==> src/verilog/pgt_consts.svh <==
`ifndef PGT_CONSTS_SVH
`define PGT_CONSTS_SVH

// ****************************************
// Register indices (byte address = 4 x index)
// ****************************************
`define PGT_IDX_B_REG    8'ha8
`define PGT_IDX_B_PIN    8'ha9
`define PGT_IDX_C_REG    8'haa
`define PGT_IDX_C_PIN    8'hab
`define PGT_IDX_STATUS   8'hb8
`define PGT_ADDR_W       12

// ****************************************
// Reset values
// ****************************************
`define PGT_RST_B_REG    8'hc0
`define PGT_RST_B_PIN    8'h2f
`define PGT_RST_C_REG    8'h00
`define PGT_RST_C_PIN    8'h00

// ****************************************
// Regulator mask field positions
// ****************************************
`define PGT_BIT_LDO_TWO   7
`define PGT_BIT_LOAD_SW1  6
`define PGT_BIT_SD_SIX    5
`define PGT_BIT_SD_FIVE   4
`define PGT_BIT_SD_FOUR   3
`define PGT_BIT_SD_THREE  2
`define PGT_BIT_SD_TWO    1
`define PGT_BIT_SD_ONE    0

// ****************************************
// Pin and rail mask field positions
// ****************************************
`define PGT_BIT_CTL_FIVE  7
`define PGT_BIT_CTL_FOUR  6
`define PGT_BIT_CTL_TWO   5
`define PGT_BIT_CTL_ONE   4
`define PGT_BIT_TERM_LDO  3
`define PGT_BIT_SW_RAIL2  2
`define PGT_BIT_SW_RAIL1  1
`define PGT_BIT_LDO_THREE 0

// ****************************************
// Status register fields
// ****************************************
`define PGT_BIT_STAT_B    0
`define PGT_BIT_STAT_C    1

`endif

==> src/verilog/pgt_pkg.sv <==
package pgt_pkg;

    typedef logic [7:0] pgt_mask_t;

    typedef enum logic [2:0] {
        PGT_SEL_NONE   = 3'h0,
        PGT_SEL_B_REG  = 3'h1,
        PGT_SEL_B_PIN  = 3'h2,
        PGT_SEL_C_REG  = 3'h3,
        PGT_SEL_C_PIN  = 3'h4,
        PGT_SEL_STATUS = 3'h5
    } pgt_sel_e;

endpackage

==> src/verilog/pgt_top.sv <==
// The APB register port was chosen for this implementation.
`timescale 1ns/1ps
`include "pgt_consts.svh"

module pgt_top (
    input  wire logic        CLOCK_I,                    // 20 MHz clock
    input  wire logic        RST_I,                      // Async reset, high
    input  wire logic        PSEL_I,                     // APB select
    input  wire logic        PENABLE_I,                  // APB enable
    input  wire logic        PWRITE_I,                   // APB direction
    input  wire logic [11:0] PADDR_I,                    // APB byte address
    input  wire logic [31:0] PWDATA_I,                   // APB write data
    input  wire logic [3:0]  PSTRB_I,                    // APB byte strobes
    output logic             PREADY_O,                   // APB ready
    output logic [31:0]      PRDATA_O,                   // APB read data
    output logic             PSLVERR_O,                  // APB error
    input  wire logic        ANALOG_LDO_TWO_I,           // Flag, LDO two
    input  wire logic        LOAD_SWITCH_ONE_I,          // Flag, load switch
    input  wire logic        STEP_DOWN_RAIL_SIX_I,       // Flag, rail six
    input  wire logic        STEP_DOWN_RAIL_FIVE_I,      // Flag, rail five
    input  wire logic        STEP_DOWN_RAIL_FOUR_I,      // Flag, rail four
    input  wire logic        STEP_DOWN_RAIL_THREE_I,     // Flag, rail three
    input  wire logic        STEP_DOWN_RAIL_TWO_I,       // Flag, rail two
    input  wire logic        STEP_DOWN_RAIL_ONE_I,       // Flag, rail one
    input  wire logic        CONTROL_PIN_FIVE_I,         // Pin status
    input  wire logic        CONTROL_PIN_FOUR_I,         // Pin status
    input  wire logic        CONTROL_PIN_TWO_I,          // Pin status
    input  wire logic        CONTROL_PIN_ONE_I,          // Pin status
    input  wire logic        TERMINATION_LDO_I,          // Flag, termination LDO
    input  wire logic        SWITCH_RAIL_TWO_I,          // Flag, rail two
    input  wire logic        SWITCH_RAIL_ONE_I,          // Flag, rail one
    input  wire logic        ANALOG_LDO_THREE_I,         // Flag, LDO three
    output logic             POWER_GOOD_OUTPUT_B_O,      // Tree B result
    output logic             POWER_GOOD_OUTPUT_C_O       // Tree C result
);

    // ****************************************
    // Sources
    // ****************************************
    pgt_pkg::pgt_mask_t reg_src;
    pgt_pkg::pgt_mask_t pin_src;

    always_comb
    begin
        reg_src                     = '0;
        reg_src[`PGT_BIT_LDO_TWO]   = ANALOG_LDO_TWO_I;
        reg_src[`PGT_BIT_LOAD_SW1]  = LOAD_SWITCH_ONE_I;
        reg_src[`PGT_BIT_SD_SIX]    = STEP_DOWN_RAIL_SIX_I;
        reg_src[`PGT_BIT_SD_FIVE]   = STEP_DOWN_RAIL_FIVE_I;
        reg_src[`PGT_BIT_SD_FOUR]   = STEP_DOWN_RAIL_FOUR_I;
        reg_src[`PGT_BIT_SD_THREE]  = STEP_DOWN_RAIL_THREE_I;
        reg_src[`PGT_BIT_SD_TWO]    = STEP_DOWN_RAIL_TWO_I;
        reg_src[`PGT_BIT_SD_ONE]    = STEP_DOWN_RAIL_ONE_I;
    end

    always_comb
    begin
        pin_src                     = '0;
        pin_src[`PGT_BIT_CTL_FIVE]  = CONTROL_PIN_FIVE_I;
        pin_src[`PGT_BIT_CTL_FOUR]  = CONTROL_PIN_FOUR_I;
        pin_src[`PGT_BIT_CTL_TWO]   = CONTROL_PIN_TWO_I;
        pin_src[`PGT_BIT_CTL_ONE]   = CONTROL_PIN_ONE_I;
        pin_src[`PGT_BIT_TERM_LDO]  = TERMINATION_LDO_I;
        pin_src[`PGT_BIT_SW_RAIL2]  = SWITCH_RAIL_TWO_I;
        pin_src[`PGT_BIT_SW_RAIL1]  = SWITCH_RAIL_ONE_I;
        pin_src[`PGT_BIT_LDO_THREE] = ANALOG_LDO_THREE_I;
    end

    // ****************************************
    // Address decode
    // ****************************************
    function automatic pgt_pkg::pgt_sel_e decode(input logic [11:0] addr);
        logic [11:0] idx4;
        idx4 = {addr[11:2], 2'b00};
        decode = pgt_pkg::PGT_SEL_NONE;
        if (addr[1:0] == 2'b00)
        begin
            if (idx4 == {2'b00, `PGT_IDX_B_REG, 2'b00})
                decode = pgt_pkg::PGT_SEL_B_REG;
            else if (idx4 == {2'b00, `PGT_IDX_B_PIN, 2'b00})
                decode = pgt_pkg::PGT_SEL_B_PIN;
            else if (idx4 == {2'b00, `PGT_IDX_C_REG, 2'b00})
                decode = pgt_pkg::PGT_SEL_C_REG;
            else if (idx4 == {2'b00, `PGT_IDX_C_PIN, 2'b00})
                decode = pgt_pkg::PGT_SEL_C_PIN;
            else if (idx4 == {2'b00, `PGT_IDX_STATUS, 2'b00})
                decode = pgt_pkg::PGT_SEL_STATUS;
        end
    endfunction

    pgt_pkg::pgt_sel_e sel;
    logic              setup;
    logic              wr_en;

    assign sel   = decode(PADDR_I);
    assign setup = PSEL_I && !PENABLE_I;
    assign wr_en = PSEL_I && PENABLE_I && PWRITE_I && PSTRB_I[0];
    assign PREADY_O = 1'b1;

    // ****************************************
    // Mask registers
    // ****************************************
    pgt_pkg::pgt_mask_t b_reg_q;
    pgt_pkg::pgt_mask_t b_pin_q;
    pgt_pkg::pgt_mask_t c_reg_q;
    pgt_pkg::pgt_mask_t c_pin_q;

    always_ff @(posedge CLOCK_I or posedge RST_I)
    begin
        if (RST_I)
        begin
            b_reg_q <= `PGT_RST_B_REG;
            b_pin_q <= `PGT_RST_B_PIN;
            c_reg_q <= `PGT_RST_C_REG;
            c_pin_q <= `PGT_RST_C_PIN;
        end
        else if (wr_en)
        begin
            if (sel == pgt_pkg::PGT_SEL_B_REG)
                b_reg_q <= PWDATA_I[7:0];
            if (sel == pgt_pkg::PGT_SEL_B_PIN)
                b_pin_q <= PWDATA_I[7:0];
            if (sel == pgt_pkg::PGT_SEL_C_REG)
                c_reg_q <= PWDATA_I[7:0];
            if (sel == pgt_pkg::PGT_SEL_C_PIN)
                c_pin_q <= PWDATA_I[7:0];
        end
    end

    // ****************************************
    // Read data and error, loaded in setup
    // ****************************************
    logic [31:0] rdata_d;
    logic [31:0] rdata_q;
    logic        err_q;

    always_comb
    begin
        rdata_d = '0;
        unique case (sel)
            pgt_pkg::PGT_SEL_B_REG:  rdata_d[7:0] = b_reg_q;
            pgt_pkg::PGT_SEL_B_PIN:  rdata_d[7:0] = b_pin_q;
            pgt_pkg::PGT_SEL_C_REG:  rdata_d[7:0] = c_reg_q;
            pgt_pkg::PGT_SEL_C_PIN:  rdata_d[7:0] = c_pin_q;
            pgt_pkg::PGT_SEL_STATUS:
            begin
                rdata_d[`PGT_BIT_STAT_B] = POWER_GOOD_OUTPUT_B_O;
                rdata_d[`PGT_BIT_STAT_C] = POWER_GOOD_OUTPUT_C_O;
            end
            pgt_pkg::PGT_SEL_NONE:   rdata_d = '0;
        endcase
    end

    always_ff @(posedge CLOCK_I or posedge RST_I)
    begin
        if (RST_I)
            rdata_q <= '0;
        else if (setup)
            rdata_q <= PWRITE_I ? 32'h0000_0000 : rdata_d;
    end

    // Unmapped, or a write to the read-only status word
    always_ff @(posedge CLOCK_I or posedge RST_I)
    begin
        if (RST_I)
            err_q <= 1'b0;
        else if (setup)
            err_q <= (sel == pgt_pkg::PGT_SEL_NONE) ||
                     (PWRITE_I && sel == pgt_pkg::PGT_SEL_STATUS);
    end

    assign PRDATA_O  = rdata_q;
    assign PSLVERR_O = err_q && PSEL_I && PENABLE_I;

    // ****************************************
    // Power-good trees
    // ****************************************
    pgt_tree u_tree_b (
        .reg_mask_i (b_reg_q),
        .pin_mask_i (b_pin_q),
        .reg_src_i  (reg_src),
        .pin_src_i  (pin_src),
        .good_o     (POWER_GOOD_OUTPUT_B_O)
    );

    pgt_tree u_tree_c (
        .reg_mask_i (c_reg_q),
        .pin_mask_i (c_pin_q),
        .reg_src_i  (reg_src),
        .pin_src_i  (pin_src),
        .good_o     (POWER_GOOD_OUTPUT_C_O)
    );
endmodule

==> src/verilog/pgt_tree.sv <==
`timescale 1ns/1ps

// ****************************************
// One power-good tree
// ****************************************
module pgt_tree (
    input  wire pgt_pkg::pgt_mask_t reg_mask_i, // Regulator mask
    input  wire pgt_pkg::pgt_mask_t pin_mask_i, // Pin and rail mask
    input  wire pgt_pkg::pgt_mask_t reg_src_i,  // Regulator flags
    input  wire pgt_pkg::pgt_mask_t pin_src_i,  // Pin status and rails
    output logic                    good_o      // Aggregate good
);

    // Set mask bit forces a source to count as good
    assign good_o = &(reg_src_i | reg_mask_i) & &(pin_src_i | pin_mask_i);

endmodule

==> config.mk <==
export PLATFORM = sky130hd
export DESIGN_NAME = pgt_top
export DESIGN_NICKNAME = d
export VERILOG_FILES = /design/src/verilog/pgt_pkg.sv /design/src/verilog/pgt_top.sv /design/src/verilog/pgt_tree.sv
export VERILOG_INCLUDE_DIRS = /design/src /design/src/verilog
export SDC_FILE = /design/constraint.sdc
export NUM_CORES = 1
export LEC_CHECK = 0
export BUFFER_PORTS_ARGS = -buffer_cell sky130_fd_sc_hd__buf_4
export CELL_PAD_IN_SITES_DETAIL_PLACEMENT = 1
export CELL_PAD_IN_SITES_GLOBAL_PLACEMENT = 2
export CORE_MARGIN = 8
export CORE_UTILIZATION = 25
export CTS_CLUSTER_SIZE = 10
export DETAILED_ROUTE_END_ITERATION = 7
export GPL_TIMING_DRIVEN = 0
export PLACE_DENSITY = 0.75
export SLEW_MARGIN = 20
export SYNTH_ARGS = -nofsm -noshare
export SYNTH_HDL_FRONTEND = slang
export SYNTH_SLANG_ARGS = --single-unit
==> constraint.sdc <==
create_clock -name CLOCK_I -period 2.8 [get_ports CLOCK_I]
set_input_delay 0.28 -clock CLOCK_I [delete_from_list [all_inputs] [get_ports CLOCK_I]]
set_output_delay 0.28 -clock CLOCK_I [all_outputs]
set_load 0.1 [all_outputs]
==> flow_metrics.py, run 1 <==
metrics = {
    "floorplanning": {
        "die_w_um": 111,
        "die_area_um2": 12400,
        "start_util_pct": 25.9,
        "coreArea_um2": 8760,
        "die_h_um": 111,
        "rows": 34,
        "ios": 105,
    },
    "clock_tree": {
        "cts.sinks": 41,
        "cts.repair.resized": 0,
        "cts_made_buffers": 5,
        "clkSlewWorstSetupHoldPaths_ns": 0.08,
        "post-cts-setup-buffers": 0,
        "cts_buffer_depth": 2,
        "root_buffer": "clkbuf_8",
        "cts_tree": "built",
        "hold_buffers": 0,
        "htree_num_levels": 2,
        "worstSkewPairLatency_ns": 0.29,
    },
    "drt": {
        "vias": 1723,
        "drtIter0Drc": 85,
        "wl_per_cell_um": 18.2,
        "drc": 0,
        "vias_per_cell": 4.63,
        "postRouteAntennaNets": 0,
        "routed_wl_mm": 6.78,
        "firstDrtPassIters": 4,
    },
    "placement": {
        "place.gp.congestion": 0.774,
        "port_buffers": 51,
        "hpwl_mm": 5.44,
    },
    "global_routing": {
        "grt_start_max_net_pins": 22,
        "globalRouteOverflowTotal": 0,
        "antenna_found_initial": 0,
        "grt_pass1_wl_mm": 10.9,
        "groute.usage.overall_pct": 10.9,
        "grt_pass1_vias": 1965,
    },
    "yosys": {
        "syn-cell-area_um2": 2270,
        "yosysWarnings": 0,
        "syn_inst": 181,
        "ys_seq_area_share_pct": 45.5,
        "synth-edff-count": 0,
        "ys_types": 36,
        "async_flop_share_pct": 100,
        "synthFlopType": "dfrtp_1",
        "ys_ff_latch": 41,
        "postSynthAreaPerCell_um2": 12.6,
    },
    "sta": {
        "slew_headroom_pct": 43.0,
        "tns_ns": 0,
        "finalCritPeriodShare_pct": 77.8,
        "fin_crit_ns": 2.18,
        "rsz0062_at_grt": "no",
        "setup_viol": 0,
        "skew_ns": 0.00384,
        "finalHoldViolCount": 0,
        "fmax_ghz": 0.459,
        "worst_slew_pin_slew_ns": 0.850,
        "finalMaxSlewViolations": 0,
    },
    "pwr": {
        "leakage_uw": 0.00145,
        "power.density_nw_per_um2": 441,
        "peakVddDrop_v": 0.000138,
    },
    "finish": {
        "fin_util_pct": 34.2,
        "final_layout_size_suffix_gt1_share_pct": 53.0,
        "final_common_cell": "buf_4",
        "final_cell_mix": "buf_4, dfrtp_1, mux2_2",
        "final_nets": 332,
        "synthToLayoutAreaGrowth_pct": 31.8,
        "diodes": 0,
    },
    "outcome": {
        "run_status": "finished clean",
    },
    "flow_run": {
        "cap_violations": 0,
    },
    "setup_path": {
        "path_max_fanout": 8,
        "critPathCaptureType": "flip-flop",
        "ff2ff_setup_slack_ns": 1.34,
        "worstSetupStartpointType": "primary input",
        "critPathKind": "in -> reg",
        "arrival_ns": 2.36,
        "required_ns": 2.98,
    },
    "hold_path": {
        "min_path_type": "in -> async",
    },
}
per-layer routing:
metal	wire, um	GRT usage, %	vias to the layer above	share of wire [%]
met5	0	0	-	0
met4	65	2.40	0	0.96
li1	-	-	798	-
met2	3050	16.8	68	45
met3	387	3.22	7	5.7
met1	3280	14.6	850	48
power breakdown:
part           internal [uW]  switching (uW)
Combinational           85.7             237
Sequential               595            1.65
Clock                    201             201
Total                    882             439
Yosys cell counts (all sizes together) (2+ instances only):
library cell  count  area, um^2
mux2             34         413
o221ai            2        17.5
nor2b             2        12.5
mux4              6         135
or3               2        17.5
nand4             2        12.5
nor3              3        25.0
and4              2        17.5
dfrtp            34         851
a32o              6        60.1
nand2             4        15.0
buf              30         216
nor2             12        47.6
o22ai            16         100
nor4              2        27.5
o41ai             2        17.5
a32oi             2        17.5
inv               3        11.3
dfstp             7         184
conb              2        7.51
sequential cells by signal (all words and copies together), names as in the netlist:
| register | cells |
|---|---|
| PRDATA_O | 8 |
| b_pin_q | 8 |
| b_reg_q | 8 |
| c_pin_q | 8 |
| c_reg_q | 8 |
| err_q | 1 |
kinds of logic (layout without fill, tap and decap cells):
logic type             count (synthesis)  in the layout  share of synthesized area, %
multiplexers                          40             40                          24.1
buffers and inverters                 34             94                          10.2
flip-flops                            41             41                          45.5
AO/OA/AOI/OAI                         30             30                          9.97
AND/OR/NAND/NOR                       34             34                          9.86
other                                  2             25                         0.331
final cells by class:
cell class                 instances  area (um^2)
fill                            1003         5770
multi-input combinational        129         1090
sequential                        41         1030
timing repair buffer              52          410
buffer                            31          220
tap                              108          135
clock buffer                       8         90.1
inverter                           3         11.3
critical path, stage by stage:
cell	delay [ns]
buf_4	0.11
or3_4	0.39
nor4_4	0.33
nand3_4	0.16
nor3_2	0.67
mux2_2	0.41
worst paths after layout:
path | startpoint | endpoint | cells after the start
setup / recovery | PADDR_I[11] | b_reg_q[3] | 6
hold / removal | RST_I | c_reg_q[4] | 2
setup reg to reg | b_reg_q[6] | PRDATA_O[0] | 5
hold reg to reg | PRDATA_O[3] | PRDATA_O[3] | 1
max in group asynchronous | RST_I | b_pin_q[0] | 3
min in group CLOCK_I | PWDATA_I[6] | c_pin_q[6] | 2
stage by stage:
stage | setup slack, ns | instance area (um^2) | hold slack, ns | total power [uW] | std cells
floorplan | 0.850 | 2360 | 0.429 | 846 | 204
global placement | 0.286 | 2880 | 0.483 | 923 | 363
detailed placement | 0.280 | 2900 | 0.353 | 930 | 364
CTS | 0.593 | 2990 | 0.0331 | 1340 | 372
global route | 0.522 | 2990 | 0.0533 | 1380 | 372
finish | 0.620 | 2990 | 0.0125 | 1320 | 372
(Power assumes the default switching activity.)
==> run 2: changes to the inputs <==
--- a/config.mk
+++ b/config.mk
@@ -14,7 +14,7 @@
 export CTS_CLUSTER_SIZE = 10
 export DETAILED_ROUTE_END_ITERATION = 7
 export GPL_TIMING_DRIVEN = 0
-export PLACE_DENSITY = 0.75
+export PLACE_DENSITY = 0.78
 export SLEW_MARGIN = 20
 export SYNTH_ARGS = -nofsm -noshare
 export SYNTH_HDL_FRONTEND = slang
==> constraint.sdc (replaced) <==
create_clock -name CLOCK_I -period 2 [get_ports CLOCK_I]
set_input_delay 0.2 -clock CLOCK_I [delete_from_list [all_inputs] [get_ports CLOCK_I]]
set_output_delay 0.2 -clock CLOCK_I [all_outputs]
set_load 0.1 [all_outputs]
==> flow_metrics.py, run 2 (synthesized netlist as in run 1, its figures left out) <==
metrics = {
    "clock_tree": {
        "cts_made_buffers": 5,
        "cts_tree": "built",
        "worstSkewPairLatency_ns": 0.30,
        "clkSlewWorstSetupHoldPaths_ns": 0.08,
        "post-cts-setup-buffers": 0,
        "cts_buffer_depth": 2,
        "root_buffer": "clkbuf_8",
        "htree_num_levels": 2,
        "cts.sinks": 41,
    },
    "sta": {
        "setup_viol": 16,
        "skew_ns": 0.00795,
        "fin_crit_ns": 2.12,
        "worst_slew_pin_slew_ns": 0.858,
        "finalMaxSlewViolations": 0,
        "rsz0062_at_grt": "yes",
        "finalCritPeriodShare_pct": 106,
        "fmax_ghz": 0.472,
        "finalHoldViolCount": 0,
        "slew_headroom_pct": 42.5,
        "fin_ws_ns": -0.120,
    },
    "floorplanning": {
        "start_util_pct": 25.9,
        "die_h_um": 111,
        "die_w_um": 111,
        "coreArea_um2": 8760,
        "ios": 105,
        "rows": 34,
        "die_area_um2": 12400,
    },
    "finish": {
        "fin_util_pct": 34.2,
        "diodes": 0,
        "final_cell_mix": "buf_4, dfrtp_1, mux2_2",
        "synthToLayoutAreaGrowth_pct": 32.0,
        "final_layout_size_suffix_gt1_share_pct": 53.0,
        "final_nets": 333,
        "final_common_cell": "buf_4",
    },
    "drt": {
        "drtIter0Drc": 53,
        "wl_met1_mm": 3.11,
        "wl_met2_mm": 3.05,
        "vias": 1739,
        "routed_wl_mm": 6.61,
        "wl_per_cell_um": 17.8,
        "highest_layer": "met4",
        "drc": 0,
        "postRouteAntennaNets": 0,
        "firstDrtPassIters": 4,
        "vias_per_cell": 4.67,
        "dr_wl_met3_um": 395,
    },
    "outcome": {
        "run_status": "finished with violations",
        "violations": "setup timing",
    },
    "hold_path": {
        "min_path_type": "in -> reg",
    },
    "setup_path": {
        "arrival_ns": 2.31,
        "critPathCaptureType": "flip-flop",
        "critPathKind": "in -> reg",
        "path_max_fanout": 8,
        "worstSetupStartpointType": "primary input",
        "required_ns": 2.19,
    },
    "global_routing": {
        "groute.usage.overall_pct": 10.6,
        "grt_start_max_net_pins": 25,
        "grt_pass1_wl_mm": 10.6,
        "antenna_found_initial": 0,
        "globalRouteOverflowTotal": 0,
        "grt_pass1_vias": 1894,
    },
    "pwr": {
        "power.density_nw_per_um2": 615,
        "leakage_uw": 0.00146,
        "peakVddDrop_v": 0.000231,
    },
    "placement": {
        "port_buffers": 51,
        "place.gp.congestion": 0.791,
        "pre_cts_ws_ns": -0.433,
        "hpwl_mm": 5.33,
    },
    "flow_run": {
        "cap_violations": 0,
    },
}
-- run 2: cell count changes in the layout (fill, tap and decap cells not counted), sizes merged --
cell / delta
clkbuf: -1
dlygate4sd3: +1
-- run 2: worst paths after layout --
check	from	end	cells past startpoint	slack [ns]
worst max-delay path	PADDR_I[11]	b_reg_q[1]	6	-0.12
worst max register to register	b_pin_q[0]	PRDATA_O[0]	5	0.58
worst min register to register	PRDATA_O[3]	PRDATA_O[3]	1	0.50
worst min-delay path	PWDATA_I[5]	c_pin_q[5]	2	0.15
max in group asynchronous	RST_I	b_reg_q[6]	4	1.00
min in group asynchronous	RST_I	c_pin_q[4]	3	0.45
-- run 2: cell type report --
| type | count | area, um^2 |
|---|---|---|
| multi-input cells | 129 | 1090 |
| clock buffers | 7 | 86.3 |
| flip-flops and latches | 41 | 1030 |
| inverters | 3 | 11.3 |
| well taps | 108 | 135 |
| repair buffers | 53 | 420 |
| fillers | 993 | 5760 |
| plain buffers | 31 | 220 |
-- run 2: worst max-delay path, cell delays in order --
cell and delay (ns):
buf_4 0.11, or3_4 0.39, nor4_4 0.34, nand3_4 0.17, nor3_2 0.68, mux2_2 0.41
-- run 2: repair_timing --
action,CTS,global route
endpoints found under the hold margin,15,0
hold buffers,1,0
gates resized for setup,0,0
endpoints found under the setup margin,16,17
-- run 2: power by group --
part	leakage, uW	internal [uW]	switching, uW
sequential	0.000541	833	2.51
clock	0.0000443	274	285
combinational	0.000872	121	330
-- run 2: stage by stage --
stage	hold slack, ns	instances	power [uW]	cell area [um^2]	setup TNS (ns)
5_1_grt	0.148	372	1920	3000	-3.29
3_5_place_dp	0.241	364	1300	2900	-9.66
2_1_floorplan	0.349	204	1180	2360	0
4_1_cts	0.147	372	1860	3000	-1.69
3_3_place_gp	0.460	363	1290	2880	-8.27
6_report	0.151	372	1850	3000	-1.28
-- run 2: routing by layer --
metal  global-route usage, %  vias up
li1                        -      801
met1                    13.7      874
met2                    16.8       57
met3                    3.70        7
met4                    2.13        0
met5                       0        -
==> run 3: changes to the inputs <==
--- a/config.mk
+++ b/config.mk
@@ -14,7 +14,7 @@
 export CTS_CLUSTER_SIZE = 10
 export DETAILED_ROUTE_END_ITERATION = 7
 export GPL_TIMING_DRIVEN = 0
-export PLACE_DENSITY = 0.78
+export PLACE_DENSITY_LB_ADDON = 0.1
 export SLEW_MARGIN = 20
 export SYNTH_ARGS = -nofsm -noshare
 export SYNTH_HDL_FRONTEND = slang
==> flow_metrics.py, run 3 (synthesized netlist as in run 1, its figures left out) <==
metrics = {
    "outcome": {
        "run_status": "finished clean",
    },
    "floorplanning": {
        "ios": 105,
        "rows": 34,
        "die_h_um": 111,
        "coreArea_um2": 8760,
        "start_util_pct": 25.9,
        "die_w_um": 111,
        "die_area_um2": 12400,
    },
    "pwr": {
        "power.density_nw_per_um2": 612,
        "power_uw": 1870,
        "leakage_uw": 0.00148,
        "peakVddDrop_v": 0.000305,
    },
    "setup_path": {
        "ff2ff_setup_slack_ns": 0.43,
        "worstPathCellList": "o22ai_1 -> nor2_1 -> and4_1 -> buf_4",
        "arrival_ns": 1.70,
        "critPathCaptureType": "output port",
        "r2r_cells": 5,
        "critPathKind": "reg -> out",
        "r2r-start": "b_pin_q[1]",
        "slowest_delay_ns": 0.57,
        "r2r-end": "PRDATA_O[0]",
        "path_max_fanout": 3,
        "required_ns": 1.80,
        "worstSetupStartpointType": "flip-flop",
        "slowest_stage": "dfstp_2",
    },
    "global_routing": {
        "antenna_found_initial": 0,
        "grt_pass1_wl_mm": 11.7,
        "grt_start_max_net_pins": 24,
        "globalRouteOverflowTotal": 0,
        "groute.usage.overall_pct": 11.8,
        "grt_pass1_vias": 1978,
    },
    "sta": {
        "finalCritPeriodShare_pct": 95.0,
        "skew_ns": 0.00468,
        "finalHoldViolCount": 0,
        "finalMaxSlewViolations": 0,
        "fin_crit_ns": 1.90,
        "fmax_ghz": 0.527,
        "rsz0062_at_grt": "no",
        "setup_viol": 0,
        "slew_headroom_pct": 56.4,
        "worst_slew_pin_slew_ns": 0.655,
    },
    "drt": {
        "wl_per_cell_um": 19.2,
        "postRouteAntennaNets": 0,
        "drtIter0Drc": 34,
        "vias_per_cell": 4.61,
        "drc": 0,
        "routed_wl_mm": 7.21,
        "vias": 1729,
        "firstDrtPassIters": 6,
    },
    "placement": {
        "port_buffers": 51,
        "hpwl_mm": 5.66,
        "place.gp.congestion": 0.698,
        "placed_area_um2": 2900,
    },
    "clock_tree": {
        "htree_num_levels": 2,
        "cts.sinks": 41,
        "worstSkewPairLatency_ns": 0.29,
        "cts_buffer_depth": 2,
        "root_buffer": "clkbuf_8",
        "clkSlewWorstSetupHoldPaths_ns": 0.08,
        "cts_made_buffers": 5,
        "cts_tree": "built",
    },
    "finish": {
        "final_nets": 335,
        "final_common_cell": "buf_4",
        "synthToLayoutAreaGrowth_pct": 34.7,
        "final_cell_mix": "buf_4, dfrtp_1, mux2_2",
        "diodes": 0,
        "fin_area_um2": 3060,
        "final_layout_size_suffix_gt1_share_pct": 53.9,
    },
    "hold_path": {
        "min_path_type": "in -> reg",
        "min_path_cells": 2,
        "min-delay-start": "PWDATA_I[5]",
        "worstHoldEndpoint": "c_pin_q[5]",
    },
    "flow_run": {
        "cap_violations": 0,
    },
}
run 3: changes by cell type in the layout (fill, tap and decap cells not counted):
cell,before,now
clkinv_2,0,1
nor2_4,0,1
buf_12,0,3
nor3_2,2,0
nor2_2,1,0
buf_16,1,0
clkbuf_1,2,1
nor3_4,0,2
clkinv_4,0,1
run 3: routing by layer:
layer | track usage [%] | share of wire [%] | up-vias
met5 | 0 | 0 | -
met4 | 2.40 | 0.43 | 0
met3 | 3.65 | 6.4 | 2
met2 | 19.2 | 48 | 54
met1 | 14.9 | 45 | 865
li1 | - | - | 808
run 3: repair_timing:
item	CTS	global route
buffers inserted	0	2
pin swaps	0	2
endpoints found under the setup margin	16	7
resized for setup	3	0
hold endpoints to repair	14	0
hold buffers	1	0
run 3: metrics by stage:
step | setup TNS [ns] | util [%] | worst slack (ns) | hold slack (ns) | cells
final | 0 | 34.9 | 0.101 | 0.159 | 375
after global routing | 0 | 34.9 | 0.0417 | 0.153 | 375
after detailed placement | -10.35 | 33.1 | -0.490 | 0.247 | 364
after global placement | -10.22 | 32.8 | -0.481 | 0.462 | 363
after CTS | 0 | 34.5 | 0.0402 | 0.148 | 373
after floorplan | 0 | - | 0.0498 | 0.349 | 204
run 3: area by class of cell:
type / count / area (um^2)
multi-input combinational: 129 / 1110
sequential: 41 / 1030
fill: 963 / 5700
buffer: 31 / 220
tap: 108 / 135
clock inverter: 2 / 13.8
clock buffer: 6 / 82.6
inverter: 3 / 11.3
timing repair buffer: 55 / 453
run 3: critical path: cells and delay by family, from the launching register on:
family                 cells  cell delay (ns)
AND/OR/NAND/NOR            2             0.43
flip-flops                 1             0.57
buffers and inverters      1             0.32
AO/OA/AOI/OAI              1             0.09
run 3: worst max-delay path by stage:
stage	start	cells after the start	end	slack (ns)
floorplan	b_reg_q[6]	5	PRDATA_O[0]	0.05
global placement	PADDR_I[11]	6	b_reg_q[5]	-0.48
detailed placement	PADDR_I[11]	6	b_reg_q[2]	-0.49
CTS	PADDR_I[11]	6	b_reg_q[2]	0.04
global route	PADDR_I[2]	5	b_pin_q[6]	0.04
finish	b_pin_q[1]	4	POWER_GOOD_OUTPUT_B_O	0.10
run 3: power breakdown:
group	internal (uW)	switching [uW]	leakage (uW)
Combinational	120	337	0.000893
Sequential	833	2.05	0.000541
Clock	280	301	0.0000512
Total	1230	640	0.00148
